`src/hdl/rsc_pkg.sv`:
```
// Constants, register map and state type for the reset source control block
package rsc_pkg;

  // Clock and timing
  localparam int CLK_PERIOD_NS = 100;
  localparam int FILTER_NS = 300;
  localparam int FILTER_CYCLES = (FILTER_NS + CLK_PERIOD_NS - 1) / CLK_PERIOD_NS;
  localparam int PWRT_US = 65600;
  localparam int PWRT_CYCLES = (PWRT_US * 1000 + CLK_PERIOD_NS - 1) / CLK_PERIOD_NS;
  localparam int PWRT_WIDTH = 20;
  localparam int FILTER_WIDTH = 2;

  // Register port widths
  localparam int ADDR_WIDTH = 12;
  localparam int DATA_WIDTH = 8;

  // Register offsets
  localparam logic [11:0] ADDR_HOLD_0 = 12'h0f4e;
  localparam logic [11:0] ADDR_HOLD_1 = 12'h0f4f;
  localparam logic [11:0] ADDR_RESET_CONTROL = 12'h0f60;
  localparam logic [11:0] ADDR_STATUS = 12'h0f61;
  localparam logic [11:0] ADDR_MODE = 12'h0f62;

  // Reset control register fields
  localparam int BIT_BOR_FLAG = 0;
  localparam int BIT_POR_FLAG = 1;

  // Configuration word three low field
  localparam int BIT_DSBOR_ENABLE = 2;

  // Mode register fields
  localparam int BIT_MODE_DS_ENTER = 0;
  localparam int BIT_MODE_WAKE_FLAG = 1;
  localparam int BIT_MODE_PINS_TRISTATE = 2;

  // Status register fields
  localparam int BIT_ST_CORE_BOR_ON = 0;
  localparam int BIT_ST_MAIN_BOR_ON = 1;
  localparam int BIT_ST_DEEP_SLEEP = 2;
  localparam int BIT_ST_ARMED = 3;
  localparam int BIT_ST_EXT_RESET = 4;
  localparam int BIT_ST_HELD = 5;

  // Reset values
  localparam logic [7:0] HOLD_RESET = 8'h00;
  localparam logic [7:0] READ_IDLE = 8'h00;
  localparam logic FLAG_RESET = 1'b0;

  // Sequencer states
  typedef enum logic [2:0] {
    ST_POWER_DOWN = 3'b000,
    ST_HOLD = 3'b001,
    ST_TIMER = 3'b010,
    ST_RUN = 3'b011,
    ST_DEEP_SLEEP = 3'b100
  } rsc_state_type;

endpackage

```
`src/hdl/rsc_reset_source_control.sv`:
```
// Reset source control: reset pin filter, detectors, power-up timer, cause flags
//
// Behaviour
// - Device stays in hard reset while the external reset pin is low.
// - A noise filter ignores short low pulses on the reset pin.
// - No internal reset drives the reset pin; it is input only.
// - A supply rise past threshold gives a power-on reset from initial state.
// - Power-on flag clears on every power-on reset and main supply brown-out, untouched by other resets.
// - Hardware never sets the power-on flag; software writes it to one.
// - At most one brown-out detector is active at any time.
// - Outside deep sleep the core detector holds reset while core supply is low.
// - After core recovery reset stays asserted until the power-up timer expires.
// - In deep sleep the main detector monitors only when its enable bit is one.
// - Main supply brown-out gives power-on-like reset and clears both holding registers.
// - On deep-sleep brown-out output pins tri-state and deep sleep is left.
// - After recovery execution resumes without setting the deep-sleep wake flag.
// - Low-voltage variants keep the core detector permanently disabled.
// - Main detector on when enable bit set and low-voltage or in deep sleep.
// - Crossing the arming level alone never causes a reset.
// - Brown-out flag clears on every core brown-out and every power-on reset.
// - Without the core regulator, power-on still clears the brown-out flag.
`timescale 1ns/1ps

module rsc_reset_source_control #(
  parameter int POWERUP_CYCLES = rsc_pkg::PWRT_CYCLES
) (
  input wire logic clk,
  input wire logic rstn,
  input wire logic external_reset_pin_n,
  input wire logic supply_good,
  input wire logic core_below_level,
  input wire logic main_below_level,
  input wire logic main_below_arming,
  input wire logic low_voltage_variant,
  input wire logic [7:0] config_word_three_low,
  input wire logic wake_event,
  input wire logic [rsc_pkg::ADDR_WIDTH-1:0] addr,
  input wire logic [rsc_pkg::DATA_WIDTH-1:0] wdata,
  input wire logic wr,
  input wire logic rd,
  output logic [rsc_pkg::DATA_WIDTH-1:0] rdata,
  output logic sys_reset_n,
  output logic pins_tristate,
  output logic deep_sleep_active,
  output logic deep_sleep_wake_flag,
  output logic core_bor_active,
  output logic main_bor_active
);
  import rsc_pkg::*;

  // Counter constants at their own widths
  localparam logic [FILTER_WIDTH-1:0] FILTER_LIMIT = FILTER_WIDTH'(FILTER_CYCLES);
  localparam logic [PWRT_WIDTH-1:0] PWRT_LOAD = PWRT_WIDTH'(POWERUP_CYCLES - 1);
  localparam logic [PWRT_WIDTH-1:0] PWRT_ZERO = '0;
  localparam logic [FILTER_WIDTH-1:0] FILTER_ZERO = '0;
  localparam logic [FILTER_WIDTH-1:0] FILTER_STEP = FILTER_WIDTH'(1);
  localparam logic [PWRT_WIDTH-1:0] PWRT_STEP = PWRT_WIDTH'(1);

  // Sequencer, filter and timer state
  rsc_state_type state;
  rsc_state_type next_state;
  logic [FILTER_WIDTH-1:0] low_count;
  logic ext_reset;
  logic supply_good_q;
  logic por_event;
  logic [PWRT_WIDTH-1:0] pwrt_count;
  logic main_cause;
  // Software-visible flags and holding registers
  logic por_flag;
  logic bor_flag;
  logic [7:0] hold_0;
  logic [7:0] hold_1;
  // Decoded events and detector enables
  logic dsbor_enable;
  logic next_core_on;
  logic next_main_on;
  logic core_trip;
  logic ds_trip;
  logic core_still_low;
  logic main_still_low;
  logic ds_enter;
  logic wake_hit;
  logic held;

  // Address match for a write strobe
  function automatic logic wr_hit(input logic stb, input logic [11:0] a,
                                  input logic [11:0] target);
    wr_hit = stb && (a == target);
  endfunction

  //////////////////////////////////////////////////////////////////////////////
  // External reset pin filter

  // Count consecutive low samples; a short pulse never reaches the limit
  always_ff @(posedge clk or negedge rstn) begin
    if (!rstn) begin
      low_count <= FILTER_ZERO;
    end else if (external_reset_pin_n) begin
      low_count <= FILTER_ZERO;
    end else if (low_count != FILTER_LIMIT) begin
      low_count <= low_count + FILTER_STEP;
    end
  end

  // Held while the pin stays low past the filter; the pin itself is never driven
  assign ext_reset = (low_count == FILTER_LIMIT);

  //////////////////////////////////////////////////////////////////////////////
  // Detector enables and trip events

  assign dsbor_enable = config_word_three_low[BIT_DSBOR_ENABLE];

  // Core detector off in deep sleep and on low-voltage parts
  assign next_core_on = !low_voltage_variant && (next_state != ST_DEEP_SLEEP) &&
                        (next_state != ST_POWER_DOWN);
  // Main detector only with enable bit, on low-voltage parts or in deep sleep
  assign next_main_on = dsbor_enable && (low_voltage_variant ||
                        next_state == ST_DEEP_SLEEP) &&
                        (next_state != ST_POWER_DOWN);

  // Supply rise edge marks a power-on reset
  always_ff @(posedge clk or negedge rstn) begin
    if (!rstn) begin
      supply_good_q <= 1'b0;
    end else begin
      supply_good_q <= supply_good;
    end
  end

  assign por_event = supply_good && !supply_good_q;

  // Trips only on the threshold comparators; arming level is ignored here
  assign core_trip = core_bor_active && core_below_level;
  assign ds_trip = main_bor_active && main_below_level;
  assign core_still_low = core_below_level && !low_voltage_variant;
  assign main_still_low = main_below_level && main_cause;
  assign ds_enter = wr_hit(wr, addr, ADDR_MODE) && wdata[BIT_MODE_DS_ENTER];
  assign wake_hit = wake_event && (state == ST_DEEP_SLEEP);

  //////////////////////////////////////////////////////////////////////////////
  // Sequencer

  // Next state of the power and reset sequence
  always_comb begin
    next_state = state;
    case (state)
      ST_POWER_DOWN: begin
        if (supply_good) begin
          next_state = ST_TIMER;
        end
      end
      ST_HOLD: begin
        if (!core_still_low && !main_still_low) begin
          next_state = ST_TIMER;
        end
      end
      ST_TIMER: begin
        if (core_trip || ds_trip) begin
          next_state = ST_HOLD;
        end else if (pwrt_count == PWRT_ZERO) begin
          next_state = ST_RUN;
        end
      end
      ST_RUN: begin
        if (core_trip || ds_trip) begin
          next_state = ST_HOLD;
        end else if (ds_enter && !ext_reset) begin
          next_state = ST_DEEP_SLEEP;
        end
      end
      ST_DEEP_SLEEP: begin
        if (ds_trip) begin
          next_state = ST_HOLD;
        end else if (wake_event) begin
          next_state = ST_RUN;
        end
      end
      default: begin
        next_state = ST_POWER_DOWN;
      end
    endcase
    if (!supply_good || por_event) begin
      next_state = ST_POWER_DOWN;
    end
  end

  // State register
  always_ff @(posedge clk or negedge rstn) begin
    if (!rstn) begin
      state <= ST_POWER_DOWN;
    end else begin
      state <= next_state;
    end
  end

  // Remember whether the hold came from the main supply detector
  always_ff @(posedge clk or negedge rstn) begin
    if (!rstn) begin
      main_cause <= 1'b0;
    end else if (ds_trip) begin
      main_cause <= 1'b1;
    end else if (next_state != ST_HOLD) begin
      main_cause <= 1'b0;
    end
  end

  // Power-up timer, loaded while held and counted down afterwards
  always_ff @(posedge clk or negedge rstn) begin
    if (!rstn) begin
      pwrt_count <= PWRT_LOAD;
    end else if (state != ST_TIMER) begin
      pwrt_count <= PWRT_LOAD;
    end else if (pwrt_count != PWRT_ZERO) begin
      pwrt_count <= pwrt_count - PWRT_STEP;
    end
  end

  //////////////////////////////////////////////////////////////////////////////
  // Reset output and detector status

  // Any hold condition keeps the internal reset asserted
  assign held = (next_state == ST_POWER_DOWN) || (next_state == ST_HOLD) ||
                (next_state == ST_TIMER) || ext_reset;

  // Registered reset, released on a clock edge
  always_ff @(posedge clk or negedge rstn) begin
    if (!rstn) begin
      sys_reset_n <= 1'b0;
    end else begin
      sys_reset_n <= !held;
    end
  end

  // Detector enables, mutually exclusive by construction
  always_ff @(posedge clk or negedge rstn) begin
    if (!rstn) begin
      core_bor_active <= 1'b0;
      main_bor_active <= 1'b0;
    end else begin
      core_bor_active <= next_core_on;
      main_bor_active <= next_main_on;
    end
  end

  // Deep sleep indicator
  always_ff @(posedge clk or negedge rstn) begin
    if (!rstn) begin
      deep_sleep_active <= 1'b0;
    end else begin
      deep_sleep_active <= (next_state == ST_DEEP_SLEEP);
    end
  end

  // Pins float after a deep-sleep brown-out until software releases them
  always_ff @(posedge clk or negedge rstn) begin
    if (!rstn) begin
      pins_tristate <= 1'b0;
    end else if (ds_trip) begin
      pins_tristate <= 1'b1;
    end else if (wr_hit(wr, addr, ADDR_MODE) && wdata[BIT_MODE_PINS_TRISTATE]) begin
      pins_tristate <= 1'b0;
    end
  end

  // Wake flag set by a normal wake or a mode register write; brown-out recovery leaves it clear
  always_ff @(posedge clk or negedge rstn) begin
    if (!rstn) begin
      deep_sleep_wake_flag <= FLAG_RESET;
    end else if (ds_trip || por_event) begin
      deep_sleep_wake_flag <= FLAG_RESET;
    end else if (wake_hit) begin
      deep_sleep_wake_flag <= 1'b1;
    end else if (wr_hit(wr, addr, ADDR_MODE)) begin
      deep_sleep_wake_flag <= wdata[BIT_MODE_WAKE_FLAG];
    end
  end

  //////////////////////////////////////////////////////////////////////////////
  // Cause flags

  // Power-on flag: hardware only clears, software writes it
  always_ff @(posedge clk or negedge rstn) begin
    if (!rstn) begin
      por_flag <= FLAG_RESET;
    end else if (por_event || ds_trip) begin
      por_flag <= FLAG_RESET;
    end else if (wr_hit(wr, addr, ADDR_RESET_CONTROL)) begin
      por_flag <= wdata[BIT_POR_FLAG];
    end
  end

  // Brown-out flag: cleared by core brown-out and power-on resets
  always_ff @(posedge clk or negedge rstn) begin
    if (!rstn) begin
      bor_flag <= FLAG_RESET;
    end else if (core_trip || por_event || ds_trip) begin
      bor_flag <= FLAG_RESET;
    end else if (wr_hit(wr, addr, ADDR_RESET_CONTROL)) begin
      bor_flag <= wdata[BIT_BOR_FLAG];
    end
  end

  //////////////////////////////////////////////////////////////////////////////
  // Deep-sleep holding registers

  // Lost on a power-on or deep-sleep brown-out; clear beats a write
  always_ff @(posedge clk or negedge rstn) begin
    if (!rstn) begin
      hold_0 <= HOLD_RESET;
    end else if (por_event || ds_trip) begin
      hold_0 <= HOLD_RESET;
    end else if (wr_hit(wr, addr, ADDR_HOLD_0)) begin
      hold_0 <= wdata;
    end
  end

  // Second holding register, same rules as the first
  always_ff @(posedge clk or negedge rstn) begin
    if (!rstn) begin
      hold_1 <= HOLD_RESET;
    end else if (por_event || ds_trip) begin
      hold_1 <= HOLD_RESET;
    end else if (wr_hit(wr, addr, ADDR_HOLD_1)) begin
      hold_1 <= wdata;
    end
  end

  //////////////////////////////////////////////////////////////////////////////
  // Register read port

  // Read data valid only in the cycle after the strobe, zero otherwise
  always_ff @(posedge clk or negedge rstn) begin
    if (!rstn) begin
      rdata <= READ_IDLE;
    end else if (!rd) begin
      rdata <= READ_IDLE;
    end else begin
      rdata <= READ_IDLE;
      // Unused bits of a register read as zero
      case (addr)
        ADDR_HOLD_0: begin
          rdata <= hold_0;
        end
        ADDR_HOLD_1: begin
          rdata <= hold_1;
        end
        ADDR_RESET_CONTROL: begin
          rdata[BIT_POR_FLAG] <= por_flag;
          rdata[BIT_BOR_FLAG] <= bor_flag;
        end
        ADDR_STATUS: begin
          rdata[BIT_ST_CORE_BOR_ON] <= core_bor_active;
          rdata[BIT_ST_MAIN_BOR_ON] <= main_bor_active;
          rdata[BIT_ST_DEEP_SLEEP] <= deep_sleep_active;
          rdata[BIT_ST_ARMED] <= main_below_arming && main_bor_active;
          rdata[BIT_ST_EXT_RESET] <= ext_reset;
          rdata[BIT_ST_HELD] <= !sys_reset_n;
        end
        ADDR_MODE: begin
          rdata[BIT_MODE_WAKE_FLAG] <= deep_sleep_wake_flag;
          rdata[BIT_MODE_PINS_TRISTATE] <= pins_tristate;
        end
        default: begin
          rdata <= READ_IDLE;
        end
      endcase
    end
  end

endmodule

```
`config.mk`:
```
export PLATFORM = sky130hd
export DESIGN_NAME = rsc_reset_source_control
export DESIGN_NICKNAME = d
export VERILOG_FILES = /design/src/hdl/rsc_pkg.sv /design/src/hdl/rsc_reset_source_control.sv
export SDC_FILE = /design/constraint.sdc
export NUM_CORES = 1
export LEC_CHECK = 0
export BUFFER_PORTS_ARGS = -buffer_cell sky130_fd_sc_hd__buf_4
export CAP_MARGIN = 30
export CORE_ASPECT_RATIO = 0.9
export CORE_MARGIN = 8
export CORE_UTILIZATION = 59
export CTS_BUF_LIST = sky130_fd_sc_hd__clkbuf_16
export DETAILED_ROUTE_END_ITERATION = 10
export PLACE_DENSITY = 0.9
export SYNTH_ARGS = -nofsm -noshare
export SYNTH_HDL_FRONTEND = slang
export SYNTH_SLANG_ARGS = --single-unit
```
`constraint.sdc`:
```
create_clock -name clk -period 6.8 [get_ports clk]
set_input_delay 0.34 -clock clk [delete_from_list [all_inputs] [get_ports clk]]
set_output_delay 0.34 -clock clk [all_outputs]
set_load 0.005 [all_outputs]
```
==> impl_metrics.toml, run 1 <==
[die]
ioPinCount = 53
core_mm2 = 0.00477
die_y_um = 82.2
start_util = 0.602
fp-row-count = 24
die-area_mm2 = 0.00736
die_width_um = 89.6

[synthesis]
ys_warn_count = 0
yosysSeqAreaShare = 0.518
synth_top_family_by_area = "simple AND/OR/NAND/NOR gates"
ys_types = 46
synthAdderAreaFrac = 0.00871
muxShareOfSynthArea = 0.00697
synth_compound_area_frac = 0.131
synth_area_leaders = "dfrtp_1, dfstp_2, nand2_1"
synth.avg_cell_area_um2 = 9.36
syn_area_mm2 = 0.00287
synthXorXnorAreaFrac = 0.0549
yosys.area_share.simple = 0.259
synth_top_area_cell = "dfrtp_1"
synthCells = 307
synth_flop_cell = "dfrtp_1"
synth-async-reset-ratio = 1.00
synthesis.nets = 348
ys_ff_latch = 59
synth.top_cell.area_share = 0.427
synth_edf_count = 0

[critical_path]
cpMaxStageDelayCell = "or4_1"
critPathRequiredTime_ps = 7010
path_max_fanout = 11
slowest_delay_ps = 620
critical_path_arrival_ps = 2890
path_class = "reg2reg"
path_cells = "or4_1 > nor4_1 > nand2_1 > o221ai_1 > o21bai_1 > and3_1"
setup.worst_path.end_class = "flip-flop"
start_kind = "flip-flop"

[sta]
hold_viol_final = 0
fin_skew_ps = 4.57
hold-worst-slack_ps = 67.9
rsz0062_at_grt = "false"
setup_viol = 0
tightest_slew_ps = 1040
max_freq_ghz = 0.372
period_share = 0.395
relSlewSlack = 0.302
tns_ps = 0
drv_slew = 0
fin_crit_ps = 2690

[clock_tree]
cts.clk_slew.worst_paths_ps = 50
cts_tree = "done"
cts_htree_levels = 3
cts.repair.resized = 0
cts_buffers = 9
clock-sinks = 59
clock_latency_ps = 320
cts_root_buf = "clkbuf_16"
cts.path.max_buffers = 2
cts_setup_buffers = 0
cts_hold_buf = 0

[flow_run]
max_cap_violations = 0

[global_routing]
grt_use_total = 0.224
antenna_found_initial = 0
grt-ovfl-total = 0
grt_max_degree = 60
grt_pass1_wl_um = 12400
grt_pass1_vias = 2655

[power_and_ir_drop]
power_frac_comb = 0.060
p_clk_frac = 0.530
p_leak_nw = 1.58
power.internal_uw = 695
swShare = 0.213
seqPwrFrac = 0.410
power.density_mw_per_mm2 = 247
p_sw_uw = 188
ir_drop_mv = 0.241

[detailed_routing]
detail_route.iter0.violations = 246
via_per_inst = 6.13
vias = 2611
ant_nets = 0
drcViolationCount = 0
wire_per_inst_um = 17.6
drt-pass1-iter-count = 5
drt-total-wl_um = 7510

[cells_and_area]
layout_commonest_cell = "nand2_1"
drive_above_1_share = 0.216
fin_nets = 397
syn_to_final_growth_pct = 24.6
antenna_cells = 0
final_cell_mix = "nand2_1, dfrtp_1, buf_4"
fill_cells = 296
stdcell_area_mm2 = 0.00358

[placed_design]
dp_hpwl_um = 5050
place.gp.congestion = 0.968
placed_area_mm2 = 0.00327
port_buffers = 45

[run_status]
status = "completed"

[worst_hold_path]
min_path_type = "in2async"
-- worst max-delay path: cells and delay by family, from the launching register on --
family	cells	cell delay (ps)
simple gates	4	1600
compound gates	2	530
flops	1	440
-- power by group through the flow --
stage / logic, mW / clock network, mW / registers [mW]
after floorplan: 0.0198 / 0 / 0.366
after global placement: 0.0491 / 0 / 0.367
after detailed placement: 0.0531 / 0 / 0.367
after CTS: 0.0533 / 0.471 / 0.362
after global routing: 0.0578 / 0.491 / 0.362
final: 0.0531 / 0.469 / 0.362
-- metrics by stage --
| step | cells | utilization | total power [mW] | worst slack [ps] |
|---|---|---|---|---|
| detailed placement | 410 | 0.686 | 0.420 | 4100 |
| CTS | 426 | 0.750 | 0.886 | 4100 |
| floorplan | 307 | - | 0.386 | 4590 |
| global route | 426 | 0.750 | 0.911 | 3890 |
| finish | 426 | 0.750 | 0.884 | 4110 |
| global placement | 409 | 0.683 | 0.416 | 4150 |
-- path summary, 6_finish.rpt --
check	startpoint	end	slack [ps]	depth (start not counted)
min in group clk	supply_good	supply_good_q	160	1
worst min register to register	pwrt_count[9]	pwrt_count[9]	490	2
worst max-delay path	pwrt_count[10]	main_bor_active	4110	6
worst min-delay path	rstn	low_count[1]	70	1
max in group asynchronous	rstn	rdata[2]	6250	1
worst max register to register	pwrt_count[10]	main_bor_active	4110	6
-- routing by layer --
metal,share of wire,GRT usage
met1,0.40,0.271
met2,0.50,0.356
met3,0.073,0.0623
met4,0.024,0.121
met5,0,0
-- cell families (layout without fill, tap and decap cells) --
group           after synthesis  count (layout)
xor+xnor                     18              18
compound gates               59              59
fa+ha+maj                     2               2
mux                           2               2
simple gates                150             150
buf+inv                      17              71
flops                        59              59
-- layout make-up --
type | instances | area (µm²) | share of cell area
flip-flops and latches | 59 | 1490 | 0.416
multi-input cells | 231 | 1320 | 0.369
repair buffers | 46 | 349 | 0.0975
clock buffers | 9 | 225 | 0.0629
clock inverters | 7 | 82.6 | 0.0231
well taps | 65 | 81.3 | 0.0227
inverters | 9 | 33.8 | 0.00943
-- Yosys cell counts (all sizes together), types with 2 or more instances --
cell,count
nand2,67
dfrtp,49
nor2,28
a21oi,24
xor2,11
dfstp,10
inv,9
nand3,9
a22oi,8
clkbuf,8
o21ai,8
xnor2,7
nor4,6
or4,5
and3,4
nand2b,4
nand4b,4
nor2b,4
a21boi,3
a222oi,3
a31oi,3
and2,3
nand4,3
a32oi,2
ha,2
mux2i,2
nand3b,2
nor3,2
or2,2
or3,2
-- flip-flops by register name (all words and copies together), names as in the netlist --
| signal | flops |
|---|---|
| state | 3 |
| bor_flag | 1 |
| main_cause | 1 |
| core_bor_active | 1 |
| pins_tristate | 1 |
| low_count | 2 |
| rdata | 8 |
| main_bor_active | 1 |
| supply_good_q | 1 |
| hold_1 | 8 |
| sys_reset_n | 1 |
| deep_sleep_wake_flag | 1 |
| pwrt_count | 20 |
| deep_sleep_active | 1 |
| por_flag | 1 |
| hold_0 | 8 |
Note: power is estimated with default switching activity, not from simulation.
==> run 2, diff against run 1 <==
--- a/config.mk
+++ b/config.mk
@@ -9,10 +9,10 @@
 export CAP_MARGIN = 30
 export CORE_ASPECT_RATIO = 0.9
 export CORE_MARGIN = 8
-export CORE_UTILIZATION = 59
+export CORE_UTILIZATION = 55
 export CTS_BUF_LIST = sky130_fd_sc_hd__clkbuf_16
 export DETAILED_ROUTE_END_ITERATION = 10
-export PLACE_DENSITY = 0.9
+export PLACE_DENSITY = 0.85
 export SYNTH_ARGS = -nofsm -noshare
 export SYNTH_HDL_FRONTEND = slang
 export SYNTH_SLANG_ARGS = --single-unit
==> constraint.sdc (replaced) <==
create_clock -name clk -period 2.55 [get_ports clk]
set_input_delay 0.1275 -clock clk [delete_from_list [all_inputs] [get_ports clk]]
set_output_delay 0.1275 -clock clk [all_outputs]
set_load 0.005 [all_outputs]
==> impl_metrics.toml, run 2 (same netlist as run 1, synthesis figures left out) <==
[cells_and_area]
fin_nets = 407
syn_to_final_growth_pct = 27.5
final_cell_mix = "nand2_1, buf_4, dfrtp_1"
layout_commonest_cell = "nand2_1"
largest_reg_flops = 20
drive_above_1_share = 0.226
antenna_cells = 0
regMostFlops = "pwrt_count"

[flow_run]
max_cap_violations = 0

[placed_design]
dp_slack_ps = 246
port_buffers = 45
place.gp.congestion = 0.826
dp_hpwl_um = 5100

[global_routing]
grt_max_degree = 60
grt_pass1_wl_um = 12700
grt_pass1_vias = 2656
grt-ovfl-total = 0
grt_use_total = 0.205
antenna_found_initial = 0

[critical_path]
cpMaxStageDelayCell = "or4_4"
path_class = "reg2reg"
path_cells = "or4_4 > or4_4 > a311o_1 > or3_1 > a21oi_1"
critical_path_arrival_ps = 2570
timing.rr.start = "pwrt_count[3]"
r2r_end = "pwrt_count[11]"
cp_common_cell = "or4_4"
reg2reg_depth = 5
critPathRequiredTime_ps = 2790
path_max_fanout = 5
setup.worst_path.end_class = "flip-flop"
start_kind = "flip-flop"
slowest_delay_ps = 550
r2r_setup_slack_ps = 220
crit_path_end = "pwrt_count[11]"
critPathLaunch = "pwrt_count[3]"

[detailed_routing]
detail_route.iter0.violations = 271
drt-pass1-iter-count = 5
vias = 2576
drt-total-wl_um = 7640
drcViolationCount = 0
ant_nets = 0
wire_per_inst_um = 17.4
via_per_inst = 5.88

[die]
start_util = 0.557
ioPinCount = 53
die_y_um = 84.6
die-area_mm2 = 0.00780
die_width_um = 92.2
fp-row-count = 25
core_mm2 = 0.00516

[power_and_ir_drop]
ir_drop_mv = 0.389
p_leak_nw = 1.62
power.density_mw_per_mm2 = 645

[clock_tree]
clock_latency_ps = 330
cts_root_buf = "clkbuf_16"
cts_htree_levels = 3
cts_tree = "done"
cts_setup_buffers = 0
cts.clk_slew.worst_paths_ps = 50
clock-sinks = 59
cts.path.max_buffers = 2
cts_buffers = 9

[sta]
hold_viol_final = 0
relSlewSlack = 0.513
tns_ps = 0
fin_crit_ps = 2330
fin_skew_ps = 6.45
setup_ws_ps = 219
drv_slew = 0
period_share = 0.914
max_freq_ghz = 0.429
setup_viol = 0
rsz0062_at_grt = "false"
tightest_slew_ps = 731

[worst_hold_path]
min_path_type = "in2reg"

[run_status]
status = "completed"
[run 2: cell types whose count changed in the layout (fill, tap and decap cells not counted)]
cell,change
buf_4,+8
buf_6,-1
inv_1,+1
clkinv_2,-2
dlygate4sd3_1,+3
clkinvlp_4,+1
[run 2: metal layers]
| metal | vias to the layer above | track usage | part of all wire |
|---|---|---|---|
| li1 | 1195 | - | - |
| met1 | 1239 | 0.254 | 0.41 |
| met2 | 125 | 0.310 | 0.47 |
| met3 | 17 | 0.0561 | 0.090 |
| met4 | 0 | 0.123 | 0.028 |
| met5 | - | 0 | 0 |
[run 2: worst min path at each step]
| stage | end | cells after the start | startpoint | slack [ps] |
|---|---|---|---|---|
| after floorplan | bor_flag | 0 | rstn | -170 |
| after global placement | rdata[5] | 1 | rstn | 230 |
| after detailed placement | rdata[5] | 1 | rstn | 240 |
| after CTS | main_bor_active | 2 | config_word_three_low[2] | 40 |
| after global routing | main_bor_active | 2 | config_word_three_low[2] | 40 |
| final | main_bor_active | 2 | config_word_three_low[2] | 40 |
[run 2: what timing repair did]
action,CTS,global route
resized for setup,0,0
hold buffers,3,0
endpoints found under the hold margin,52,0
[run 2: critical path, delay by kind of cell (launching register included)]
kind             cells  cell delay [ps]
AND/OR/NAND/NOR      3             1310
AO/OA/AOI/OAI        2              550
flip-flops           1              380
[run 2: power by group]
part / total [mW] / internal, mW / switching [mW] / leakage (nW)
logic: 0.148 / 0.0654 / 0.0822 / 0.690
clock network: 1.25 / 0.841 / 0.409 / 0.152
registers: 0.965 / 0.952 / 0.0127 / 0.780
[run 2: cell type report]
cell class / count / area, µm²
multi-input cells: 231 / 1320
clock inverters: 7 / 83.8
inverters: 9 / 33.8
fillers: 400 / 1500
flip-flops and latches: 59 / 1490
clock buffers: 9 / 225
repair buffers: 56 / 428
well taps: 67 / 83.8
[run 2: stage by stage]
stage                     cells  total power, mW  hold slack, ps   util  cell area, µm²
after detailed placement    419             1.12             238  0.644            3330
final                       438             2.36            37.1  0.710            3660
after global placement      419             1.11             230  0.644            3330
after floorplan             307             1.03            -168      -            2870
after CTS                   438             2.38            35.6  0.710            3660
after global routing        438             2.44            43.8  0.710            3660
